[src/sleep_pkg.sv]
// Purpose: shared constants and types for the sleep and program-entry block
// Assumes: 125 MHz system clock, register bus with 32-bit data
// Notes:   offsets are byte addresses of aligned words
package sleep_pkg;
	// ****************************************
	// clock and timing
	// ****************************************
	localparam int unsigned CLK_PERIOD_NS   = 8;
	localparam int unsigned CLK_FREQ_KHZ    = 125_000;
	localparam int unsigned OSC_PERIOD_NS   = 8;        // one oscillator period
	localparam int unsigned OST_OSC_PERIODS = 1024;     // start-up delay in periods
	localparam int unsigned OST_TIME_NS     = OST_OSC_PERIODS * OSC_PERIOD_NS;
	localparam int unsigned OST_CYCLES      =
		(OST_TIME_NS + CLK_PERIOD_NS - 1) / CLK_PERIOD_NS;
	localparam int unsigned WDT_TIME_MS     = 18;       // nominal watchdog period
	localparam int unsigned WDT_CYCLES      = WDT_TIME_MS * CLK_FREQ_KHZ;
	localparam int unsigned WDT_W           = 22;
	localparam int unsigned OST_W           = 11;
	// ****************************************
	// register map
	// ****************************************
	localparam logic [3:0] REG_STATUS = 4'h0;
	localparam logic [3:0] REG_CONFIG = 4'h4;
	localparam int unsigned STAT_PD_BIT   = 3;
	localparam int unsigned STAT_TO_BIT   = 4;
	localparam int unsigned STAT_SLP_BIT  = 0;
	localparam int unsigned STAT_PROG_BIT = 1;
	localparam int unsigned CFG_WDT_BIT   = 0;
	localparam int unsigned CFG_RC_BIT    = 1;
	localparam int unsigned CFG_CP_BIT    = 2;
	localparam logic [2:0] CONFIG_RESET   = 3'h0;
	// ****************************************
	// interrupt sources and core addresses
	// ****************************************
	localparam int unsigned IRQ_N     = 10;
	localparam int unsigned IRQ_EXT   = 0;
	localparam int unsigned IRQ_PORTCH = 1;
	localparam int unsigned IRQ_TMR16 = 2;
	// bits 0..7 may wake the core; 8..9 need the phase clocks
	localparam logic [IRQ_N-1:0] WAKE_CAPABLE = 10'h0ff;
	localparam logic [12:0] IRQ_VECTOR = 13'h0004;
	localparam logic [12:0] PC_START   = 13'h0000;
	// ****************************************
	// program/verify link
	// ****************************************
	localparam int unsigned CMD_W  = 6;
	localparam int unsigned WORD_W = 14;
	localparam logic [5:0] CMD_LOAD_CONFIG = 6'h00;
	localparam logic [5:0] CMD_LOAD_DATA   = 6'h02;
	localparam logic [5:0] CMD_READ_DATA   = 6'h04;
	localparam logic [5:0] CMD_INC_ADDR    = 6'h06;
	localparam logic [13:0] ID_BASE        = 14'h2000;
	localparam int unsigned ID_WORDS       = 4;

	typedef enum logic [1:0] {
		PS_RUN   = 2'b00,
		PS_SLEEP = 2'b01,
		PS_OST   = 2'b11,
		PS_WAKE  = 2'b10
	} power_state_t;

	typedef enum logic [1:0] {
		LS_CMD  = 2'b00,
		LS_LOAD = 2'b01,
		LS_READ = 2'b11
	} link_state_t;

	typedef struct packed {
		logic [7:0] level;   // driven level
		logic [7:0] oe_n;    // low while driving
	} io_state_t;
endpackage

[src/sleep_ctrl.sv]
// Purpose: sleep entry, wake-up, status flags, watchdog and program/verify entry
// Assumes: core pulses sleep_instr for one cycle; all pins synchronous to clock
// Notes:   registers reached over Avalon-MM; ID words only over the serial link
`default_nettype none
`timescale 1ns/1ns

module sleep_ctrl
	import sleep_pkg::*;
#(
	parameter int unsigned WDT_TIMEOUT = sleep_pkg::WDT_CYCLES
) (
	input  wire logic                        clock,
	input  wire logic                        sys_rst,
	// avalon-mm slave
	input  wire logic [3:0]                  avs_address,
	input  wire logic                        avs_read,
	input  wire logic                        avs_write,
	input  wire logic [31:0]                 avs_writedata,
	output logic [31:0]                      avs_readdata,
	output logic                             avs_waitrequest,
	// cpu core side
	input  wire logic                        sleep_instr,
	input  wire logic                        clear_watchdog_instr,
	input  wire logic [12:0]                 core_pc,
	input  wire logic                        global_irq_enable,
	input  wire logic [sleep_pkg::IRQ_N-1:0] irq_flags,
	input  wire logic [sleep_pkg::IRQ_N-1:0] irq_enables,
	input  wire logic                        tmr16_async,
	output logic [sleep_pkg::IRQ_N-1:0]      irq_flags_gated,
	output logic                             prefetch_req,
	output logic [12:0]                      prefetch_addr,
	output logic                             core_clock_en,
	output logic                             osc_drive_en,
	output logic                             device_reset,
	output logic                             resume_exec,
	output logic                             branch_vector,
	output logic [12:0]                      vector_addr,
	output logic                             sleeping,
	// port state from core and to pins
	input  wire sleep_pkg::io_state_t        port_core,
	output sleep_pkg::io_state_t             port_pins,
	// pins
	input  wire logic                        master_clear_pin_n,
	input  wire logic                        vpp_high,
	input  wire logic                        prog_clock_pin,
	input  wire logic                        prog_data_pin,
	output logic                             prog_data_out,
	output logic                             prog_data_oe_n,
	output logic                             prog_mode,
	// program memory port
	output logic [12:0]                      pm_addr,
	output logic [13:0]                      pm_wdata,
	output logic                             pm_we,
	input  wire logic [13:0]                 pm_rdata
);
	// ****************************************
	// declarations
	// ****************************************
	localparam logic [WDT_W-1:0] WDT_LAST = WDT_W'(WDT_TIMEOUT - 1);
	localparam logic [OST_W-1:0] OST_LAST = OST_W'(OST_CYCLES - 1);

	power_state_t     pstate_ff, nxt_pstate;
	link_state_t      lstate_ff, nxt_lstate;
	logic             pd_ff, to_ff;
	logic [2:0]       cfg_ff;
	logic [WDT_W-1:0] wdt_ff;
	logic [OST_W-1:0] ost_ff;
	io_state_t        hold_ff;
	logic             ack_ff;
	logic [31:0]      rdata_ff;
	logic             pref_ff, resume_ff, branch_ff, wreset_ff;
	logic [12:0]      paddr_ff;
	logic             vpp_ff, pclk_ff;
	logic [13:0]      pc_ff;
	logic [13:0]      shift_ff;
	logic [3:0]       bits_ff;
	logic [13:0]      id_mem [ID_WORDS];

	// ****************************************
	// wake decode
	// ****************************************
	// a source wakes only with its own enable set; the global enable is
	// deliberately left out so a masked core can still be woken
	function automatic logic any_wake(input logic [IRQ_N-1:0] f,
	                                  input logic [IRQ_N-1:0] e,
	                                  input logic             t16);
		logic [IRQ_N-1:0] m;
		m = WAKE_CAPABLE;
		m[IRQ_TMR16] = t16;                        // only as async counter
		return |(f & e & m);
	endfunction

	wire wdt_on      = cfg_ff[CFG_WDT_BIT];
	wire rc_mode     = cfg_ff[CFG_RC_BIT];
	wire code_prot   = cfg_ff[CFG_CP_BIT];
	wire asleep      = (pstate_ff == PS_SLEEP);
	wire master_clear_pin_rst    = ~master_clear_pin_n & ~vpp_high;
	wire irq_pending = any_wake(irq_flags, irq_enables, tmr16_async);
	wire sleep_go    = sleep_instr & (pstate_ff == PS_RUN) & ~prog_mode;
	wire sleep_nop   = sleep_go & irq_pending;
	wire sleep_take  = sleep_go & ~irq_pending;
	wire wdt_expire  = wdt_on & (wdt_ff == WDT_LAST);
	wire wdt_clear   = clear_watchdog_instr | sleep_take;

	// ****************************************
	// power state machine
	// ****************************************
	// run, sleep, start-up wait, wake; master clear overrides every state
	// so a reset is never lost behind the start-up counter, and the
	// crystal wait is skipped in rc mode
	always_comb begin
		nxt_pstate = pstate_ff;
		unique case (pstate_ff)
			PS_RUN:   if (sleep_take) nxt_pstate = PS_SLEEP;
			PS_SLEEP: if (irq_pending | wdt_expire) begin
				nxt_pstate = rc_mode ? PS_WAKE : PS_OST;
			end
			PS_OST:   if (ost_ff == OST_LAST) nxt_pstate = PS_WAKE;
			PS_WAKE:  nxt_pstate = PS_RUN;
		endcase
		if (master_clear_pin_rst) nxt_pstate = PS_RUN;
	end

	always_ff @(posedge clock) begin
		if (sys_rst) pstate_ff <= PS_RUN;
		else pstate_ff <= nxt_pstate;
	end

	// oscillator start-up counter
	always_ff @(posedge clock) begin
		if (sys_rst || pstate_ff != PS_OST) ost_ff <= '0;
		else ost_ff <= ost_ff + OST_W'(1);
	end

	// ****************************************
	// status flags
	// ****************************************
	// timeout clear wins over the set of the same cycle
	always_ff @(posedge clock) begin
		if (sys_rst) begin
			pd_ff <= 1'b1;
			to_ff <= 1'b1;
		end else begin
			if (sleep_take) begin
				pd_ff <= 1'b0;
				to_ff <= 1'b1;
			end else if (clear_watchdog_instr) begin
				pd_ff <= 1'b1;
				to_ff <= 1'b1;
			end
			if (wdt_expire) to_ff <= 1'b0;
		end
	end

	// ****************************************
	// watchdog
	// ****************************************
	always_ff @(posedge clock) begin
		if (sys_rst || !wdt_on || wdt_clear || wdt_expire) wdt_ff <= '0;
		else wdt_ff <= wdt_ff + WDT_W'(1);                    // runs asleep too
	end

	// timeout while awake resets, while asleep wakes
	always_ff @(posedge clock) begin
		if (sys_rst) wreset_ff <= 1'b0;
		else wreset_ff <= wdt_expire & ~asleep & (pstate_ff == PS_RUN);
	end

	// ****************************************
	// prefetch and resume
	// ****************************************
	// prefetch pulse follows every sleep the core issues while running outside program mode, taken or not;
	// resume and vector pulses come one cycle after the wake state, and the
	// vector needs the waking source still pending at that point
	always_ff @(posedge clock) begin
		if (sys_rst) begin
			pref_ff   <= 1'b0;
			paddr_ff  <= '0;
			resume_ff <= 1'b0;
			branch_ff <= 1'b0;
		end else begin
			pref_ff <= sleep_go;
			if (sleep_go) paddr_ff <= core_pc + 13'h0001;
			resume_ff <= (pstate_ff == PS_WAKE) & ~master_clear_pin_rst;
			branch_ff <= (pstate_ff == PS_WAKE) & ~master_clear_pin_rst
				& global_irq_enable & irq_pending;
		end
	end

	// ****************************************
	// port hold
	// ****************************************
	// the copy follows the core while running and freezes on sleep entry,
	// so pins keep level and enable until clocks come back
	always_ff @(posedge clock) begin
		if (sys_rst) hold_ff <= '{level: 8'h00, oe_n: 8'hff};
		else if (pstate_ff == PS_RUN) hold_ff <= port_core;
	end

	// ****************************************
	// core-facing outputs
	// ****************************************
	wire clocks_on = (pstate_ff == PS_RUN) | (pstate_ff == PS_WAKE);
	assign core_clock_en   = clocks_on;
	assign osc_drive_en    = ~asleep;
	assign irq_flags_gated = clocks_on ? irq_flags
		: (irq_flags & WAKE_CAPABLE);
	assign port_pins       = clocks_on ? port_core : hold_ff;
	assign sleeping        = ~clocks_on;
	assign prefetch_req    = pref_ff;
	assign prefetch_addr   = paddr_ff;
	assign resume_exec     = resume_ff;
	assign branch_vector   = branch_ff;
	assign vector_addr     = IRQ_VECTOR;
	assign device_reset    = master_clear_pin_rst | wreset_ff;

	// ****************************************
	// program/verify link
	// ****************************************
	wire pclk_rise = prog_clock_pin & ~pclk_ff;
	wire entry     = vpp_high & ~vpp_ff & ~prog_clock_pin & ~prog_data_pin;
	wire last_cmd  = (bits_ff == 4'(CMD_W - 1));
	wire last_word = (bits_ff == 4'(WORD_W - 1));
	wire [5:0] cmd = {prog_data_pin, shift_ff[13:9]};
	wire in_id     = (pc_ff[13:2] == ID_BASE[13:2]);
	wire [1:0] id_ix = pc_ff[1:0];
	wire [13:0] rd_word = in_id ? id_mem[id_ix]
		: (code_prot ? 14'h0000 : pm_rdata);

	// entry needs the rise of the high voltage with clock and data low;
	// mode drops as soon as the high voltage goes away, which also parks
	// the link state machine through its reset below
	always_ff @(posedge clock) begin
		if (sys_rst) begin
			vpp_ff    <= 1'b0;
			pclk_ff   <= 1'b0;
			prog_mode <= 1'b0;
		end else begin
			vpp_ff  <= vpp_high;
			pclk_ff <= prog_clock_pin;
			if (entry) prog_mode <= 1'b1;
			else if (!vpp_high) prog_mode <= 1'b0;
		end
	end

	// link phase moves only on a programming clock rise; unknown commands
	// stay in the command phase and are otherwise ignored
	always_comb begin
		nxt_lstate = lstate_ff;
		if (pclk_rise) begin
			unique case (lstate_ff)
				LS_CMD: if (last_cmd) begin
					if (cmd == CMD_LOAD_DATA) nxt_lstate = LS_LOAD;
					else if (cmd == CMD_LOAD_CONFIG) nxt_lstate = LS_LOAD;
					else if (cmd == CMD_READ_DATA) nxt_lstate = LS_READ;
				end
				LS_LOAD, LS_READ: if (last_word) nxt_lstate = LS_CMD;
				default: nxt_lstate = LS_CMD;
			endcase
		end
	end

	// shift, count and address
	always_ff @(posedge clock) begin
		if (sys_rst || !prog_mode) begin
			lstate_ff <= LS_CMD;
			shift_ff  <= '0;
			bits_ff   <= '0;
			pc_ff     <= {1'b0, PC_START};
		end else if (pclk_rise) begin
			lstate_ff <= nxt_lstate;
			bits_ff   <= (lstate_ff == LS_CMD && last_cmd) || last_word
				? 4'h0 : bits_ff + 4'h1;
			if (lstate_ff == LS_CMD && last_cmd) begin
				if (cmd == CMD_INC_ADDR) pc_ff <= pc_ff + 14'h0001;
				if (cmd == CMD_LOAD_CONFIG) pc_ff <= ID_BASE;
				shift_ff <= (cmd == CMD_READ_DATA) ? rd_word : '0;
			end else if (lstate_ff == LS_READ) begin
				shift_ff <= {1'b0, shift_ff[13:1]};
			end else begin
				shift_ff <= {prog_data_pin, shift_ff[13:1]};
			end
		end
	end

	// completed loads go to the ID words, or to program memory below ID_BASE
	wire load_done = prog_mode & pclk_rise & (lstate_ff == LS_LOAD) & last_word;
	wire [13:0] load_word = {prog_data_pin, shift_ff[13:1]};

	always_ff @(posedge clock) begin
		if (load_done && in_id) id_mem[id_ix] <= load_word;
	end

	always_ff @(posedge clock) begin
		if (sys_rst) begin
			pm_we    <= 1'b0;
			pm_wdata <= '0;
		end else begin
			pm_we <= load_done & ~in_id & ~pc_ff[13];
			if (load_done) pm_wdata <= load_word;
		end
	end

	assign pm_addr        = pc_ff[12:0];
	assign prog_data_out  = shift_ff[0];
	assign prog_data_oe_n = ~(prog_mode & (lstate_ff == LS_READ));

	// ****************************************
	// register slave
	// ****************************************
	wire req       = avs_read | avs_write;
	wire hit_stat  = (avs_address == REG_STATUS);
	wire hit_cfg   = (avs_address == REG_CONFIG);
	logic [31:0] stat_word;

	// status word built from the named bit positions; spare bits read zero
	always_comb begin
		stat_word                = 32'h0000_0000;
		stat_word[STAT_SLP_BIT]  = sleeping;
		stat_word[STAT_PROG_BIT] = prog_mode;
		stat_word[STAT_PD_BIT]   = pd_ff;
		stat_word[STAT_TO_BIT]   = to_ff;
	end

	always_ff @(posedge clock) begin
		if (sys_rst) begin
			ack_ff   <= 1'b0;
			rdata_ff <= '0;
			cfg_ff   <= CONFIG_RESET;
		end else begin
			// the first cycle launches read data and the acknowledge; a write
			// lands only at the edge where waitrequest is low, so a held
			// request takes effect exactly once
			ack_ff <= req & ~ack_ff;
			if (req && !ack_ff) begin
				rdata_ff <= hit_stat ? stat_word
					: hit_cfg ? {29'h0000_0000, cfg_ff} : 32'h0000_0000;
			end
			if (avs_write && hit_cfg && ack_ff) cfg_ff <= avs_writedata[2:0];
		end
	end

	assign avs_waitrequest = req & ~ack_ff;
	assign avs_readdata    = rdata_ff;
endmodule // sleep_ctrl
`default_nettype wire

[config.mk]
export PLATFORM = sky130hd
export DESIGN_NAME = sleep_ctrl
export DESIGN_NICKNAME = d
export VERILOG_FILES = /design/src/sleep_pkg.sv /design/src/sleep_ctrl.sv
export SDC_FILE = /design/constraint.sdc
export NUM_CORES = 1
export LEC_CHECK = 0
export ABC_AREA = 1
export BUFFER_PORTS_ARGS = -buffer_cell sky130_fd_sc_hd__buf_4
export CAP_MARGIN = 0
export CORE_MARGIN = 2
export CORE_UTILIZATION = 48
export DETAILED_ROUTE_END_ITERATION = 12
export PLACE_DENSITY = 0.77
export SETUP_SLACK_MARGIN = 0.3
export SLEW_MARGIN = 25
export SYNTH_ARGS = -nofsm -noshare
export SYNTH_HDL_FRONTEND = slang
export SYNTH_SLANG_ARGS = --single-unit
[constraint.sdc]
create_clock -name clock -period 2.2 [get_ports clock]
set_clock_uncertainty 0.1 [all_clocks]
set_input_delay 0.22 -clock clock [delete_from_list [all_inputs] [get_ports clock]]
set_output_delay 0.22 -clock clock [all_outputs]
set_load 0.05 [all_outputs]
==> key figures <==
Status
  – Run status: completed

Detailed routing
  – Drt via density: approximately 5
  – Wire length per cell after detailed routing: approximately 14 um
  – Total via count in the routed design: approximately 8.4k
  – DRC Markers: 0
  – Drt first-iter violations: around 700
  – Remaining number of nets flagged by the antenna check after routing: 0
  – Wire length reported by the detailed router: 23.58 mm
  – Detailed-router iteration count before antenna repair: 6

Layout
  – Post-layout util: between 60% and 70%
  – Count of nets after finishing: around 1.5k
  – Non-filler cells, final: roughly 1.7k
  – Ant diodes: 0
  – Growth of design area from synthesis to finish: 23.98%
  – Share of layout cells above drive strength 1: a little under a fifth
  – Most common library cell in the layout ignoring fill and taps: nand2_1
  – Leading cell types in the layout, fill and taps excluded: nand2_1 (302), buf_4 (181), nor2_1 (146), dfxtp_1 (132), inv_1 (114)

Global route
  – Antenna violations before repair: 0
  – First-pass GRT wire length: ~37 mm
  – Largest net degree at the start of global routing: 38
  – Via count of the first global-routing pass: roughly 7.6k
  – Total routing usage reported by global routing: a little under a quarter
  – Remaining global-route overflow: 0

Setup path
  – Cell-by-cell listing of the critical path: ha_1 > nand3_1 > nor2_1 > nand3_1 > nand4_4 > nor2_1
  – WP data required: between 2000 and 2500 ps
  – Worst Path Max Fanout: 9
  – Cell family contributing the most delay on the critical path: simple AND/OR/NAND/NOR gates
  – Path depth of the worst reg2reg path: 6
  – Crit start category: flip-flop
  – Longest individual stage delay on the worst path: ~360 ps
  – Critical path class: reg2reg
  – Logic depth of the worst setup path including buffers: 6
  – Number of buffers and inverters on the critical path: 0
  – Crit path arrival time: between 2000 and 2500 ps
  – Slowest cell on crit path: dfxtp_1
  – Critical Path End Type: flip-flop

Timing
  – Min cycle time layout: between 1500 and 2000 ps
  – Worst-case headroom to the max-slew limit: approximately 62%
  – Final setup TNS: 0 ps
  – Period Utilization, post-route: a little over four fifths
  – RSZ-0062 raised after global routing: true
  – Count of endpoints failing setup in the final report: 0
  – Transition time at the pin with the least slew margin: approximately 560 ps
  – Hold Slack: approximately 11 ps
  – Peak Freq: between 0.5 and 0.6 GHz
  – Number of slew-limit violations in the final report: 0
  – Number of failing hold endpoints at the final stage: 0

Placement
  – Port Buffer Count: approximately 160
  – Post-detail-place hpwl: approximately 16 mm
  – DP Cell Count: 1597
  – Global placer's final weighted congestion: ~0.88

Clock network
  – Clock tree sinks: 189
  – Clock insertion delay at the later pin of the skew report: about 440 ps
  – CTS Buf Count: 17
  – TritonCTS clock tree: yes
  – Max Buffers Root-to-Sink: 2
  – Cell at the root of the clock tree: clkbuf_16
  – CTS clock-pin slew for the worst setup and hold paths: around 70 ps
  – H-tree depth: 4

Synth
  – Flip-flop and latch count after synthesis: 189
  – Async set-or-reset flop fraction in the synthesized netlist: 0%
  – Number of instances in the synthesized netlist: around 1.2k
  – Dominant register cell in the synthesized netlist: dfxtp_1
  – Unique cell type count in the Yosys netlist: 44
  – Avg Synthesized Cell Area: 7.597 um2
  – Synthesis Warnings: 0
  – Synthesized cell area: 9253 um2
  – Sequential fraction of the synthesis area: between 40% and 50%
  – Number of synthesized flops with an enable pin: 56

Power
  – Total power density per cell area: approximately 680 nW/um2
  – Worst supply voltage drop on vdd: 599.6 uV
  – Leakage power total: slightly below 5 nW

Floorplanning
  – Placeable core area: 18830 um2
  – Initial core utilization: ~50%
  – Die footprint: 20400 um2
  – Chip Height: around 140 um
  – Top-Level Pins: approximately 230
  – Width of the die: around 140 um
  – Count of standard-cell rows: 50

Run
  – Max Cap Violations: 0

Hold path
  – Kind of path behind the tightest hold check: in2reg
  – WHS Path Cells: 5
-- metal layers --
| metal | GRT usage (%) | share of wire (%) |
|---|---|---|
| met5 | 0 | 0 |
| met3 | 5.064 | 6.2 |
| met1 | 27.72 | 41 |
| met2 | 40.44 | 52 |
| met4 | 7.035 | 1.5 |
-- cell type report --
class	instances	area, um2
Fill cell	1616	7360
Sequential cell	189	4348
Multi-Input combinational cell	845	4033
Timing Repair Buffer	214	1722
Inverter	124	473.0
Clock buffer	17	425.4
Tap cell	260	325.3
Clock inverter	15	145.1
-- path summary, 6_finish.rpt --
kind	start	to	slack [ps]
setup reg to reg	wdt_ff[0]$_SDFF_PP0_	wdt_ff[13]$_SDFF_PP0_	360
setup / recovery	wdt_ff[0]$_SDFF_PP0_	wdt_ff[13]$_SDFF_PP0_	360
hold / removal	core_pc[11]	prefetch_addr[11]$_SDFFE_PP0P_	10
hold reg to reg	hold_ff[12]$_SDFFE_PP0N_	hold_ff[12]$_SDFFE_PP0N_	350
-- worst reg2reg max path, delay by kind of cell (launching register included) --
family / cells / cell delay (ps)
flops: 1 / 360
fa+ha+maj: 1 / 180
simple gates: 5 / 1100
-- cells in the mapped netlist (2+ instances only) --
master    count  share of area, %
a211oi_1      2              0.16
a21oi_1      70               3.8
buf_2        10              0.54
buf_4        62               5.0
buf_6         5              0.61
clkbuf_1     21              0.85
clkinv_1      2             0.081
conb_1        2             0.081
dfxtp_1     133                29
edfxtp_1     56                18
ha_1          9               1.2
inv_1       114               4.6
inv_2         7              0.28
nand2_1     303                12
nand3_1     100               5.4
nand3_2       4              0.43
nand3b_1      2              0.16
nand4_1      14              0.95
nor2_1      152               6.2
nor2_2        3              0.20
nor2_4        5              0.61
nor3_1       19               1.0
nor3_2        2              0.22
o21a_1        2              0.16
o21ai_0      72               3.9
o221ai_1      2              0.19
or2_2         4              0.27
xnor2_1       8              0.76
xor2_1       18               1.7
-- cells by family after synthesis --
logic type | share of synthesized area (%)
AND/OR/NAND/NOR | 28.51
buffers and inverters | 12.13
flip-flops | 46.95
AO/OA/AOI/OAI | 8.655
XOR/XNOR | 2.461
adder cells (fa/ha/maj) | 1.217
other | 0.08117
-- repair_timing --
item | 4_1_cts | 5_1_grt
buffers inserted | 5 | 1
cloned | 0 | 1
endpoints found under the setup margin | 33 | 98
endpoints found under the hold margin | 31 | 0
pin swaps | 3 | 0
gates resized for setup | 2 | 12
hold buffers | 28 | 0
-- flip-flops by register name (all words and copies together) (netlist names), 2 cells and up, named ones only --
signal,flops
id_mem,56
wdt_ff,22
hold_ff,16
pc_ff,14
pm_wdata,14
shift_ff,14
prefetch_addr,13
ost_ff,11
avs_readdata,5
bits_ff,4
cfg_ff,3
lstate_ff,2
pstate_ff,2
-- where the power goes --
part           leakage [nW]  internal, mW  switching [mW]
Combinational          2.95         0.345           0.789
Sequential             1.69          3.64          0.0401
Clock                 0.285          1.51            1.49
-- metrics by stage --
step | total power, mW | setup slack (ps) | cell area (um2)
floorplan | 4.554 | 303.7 | 9442
global placement | 4.823 | 244.0 | 10460
detailed placement | 4.837 | 213.8 | 10460
CTS | 7.828 | 302.7 | 11390
global route | 8.090 | 253.4 | 11470
finish | 7.809 | 359.7 | 11470
Note: power is estimated with default switching activity, not from simulation.
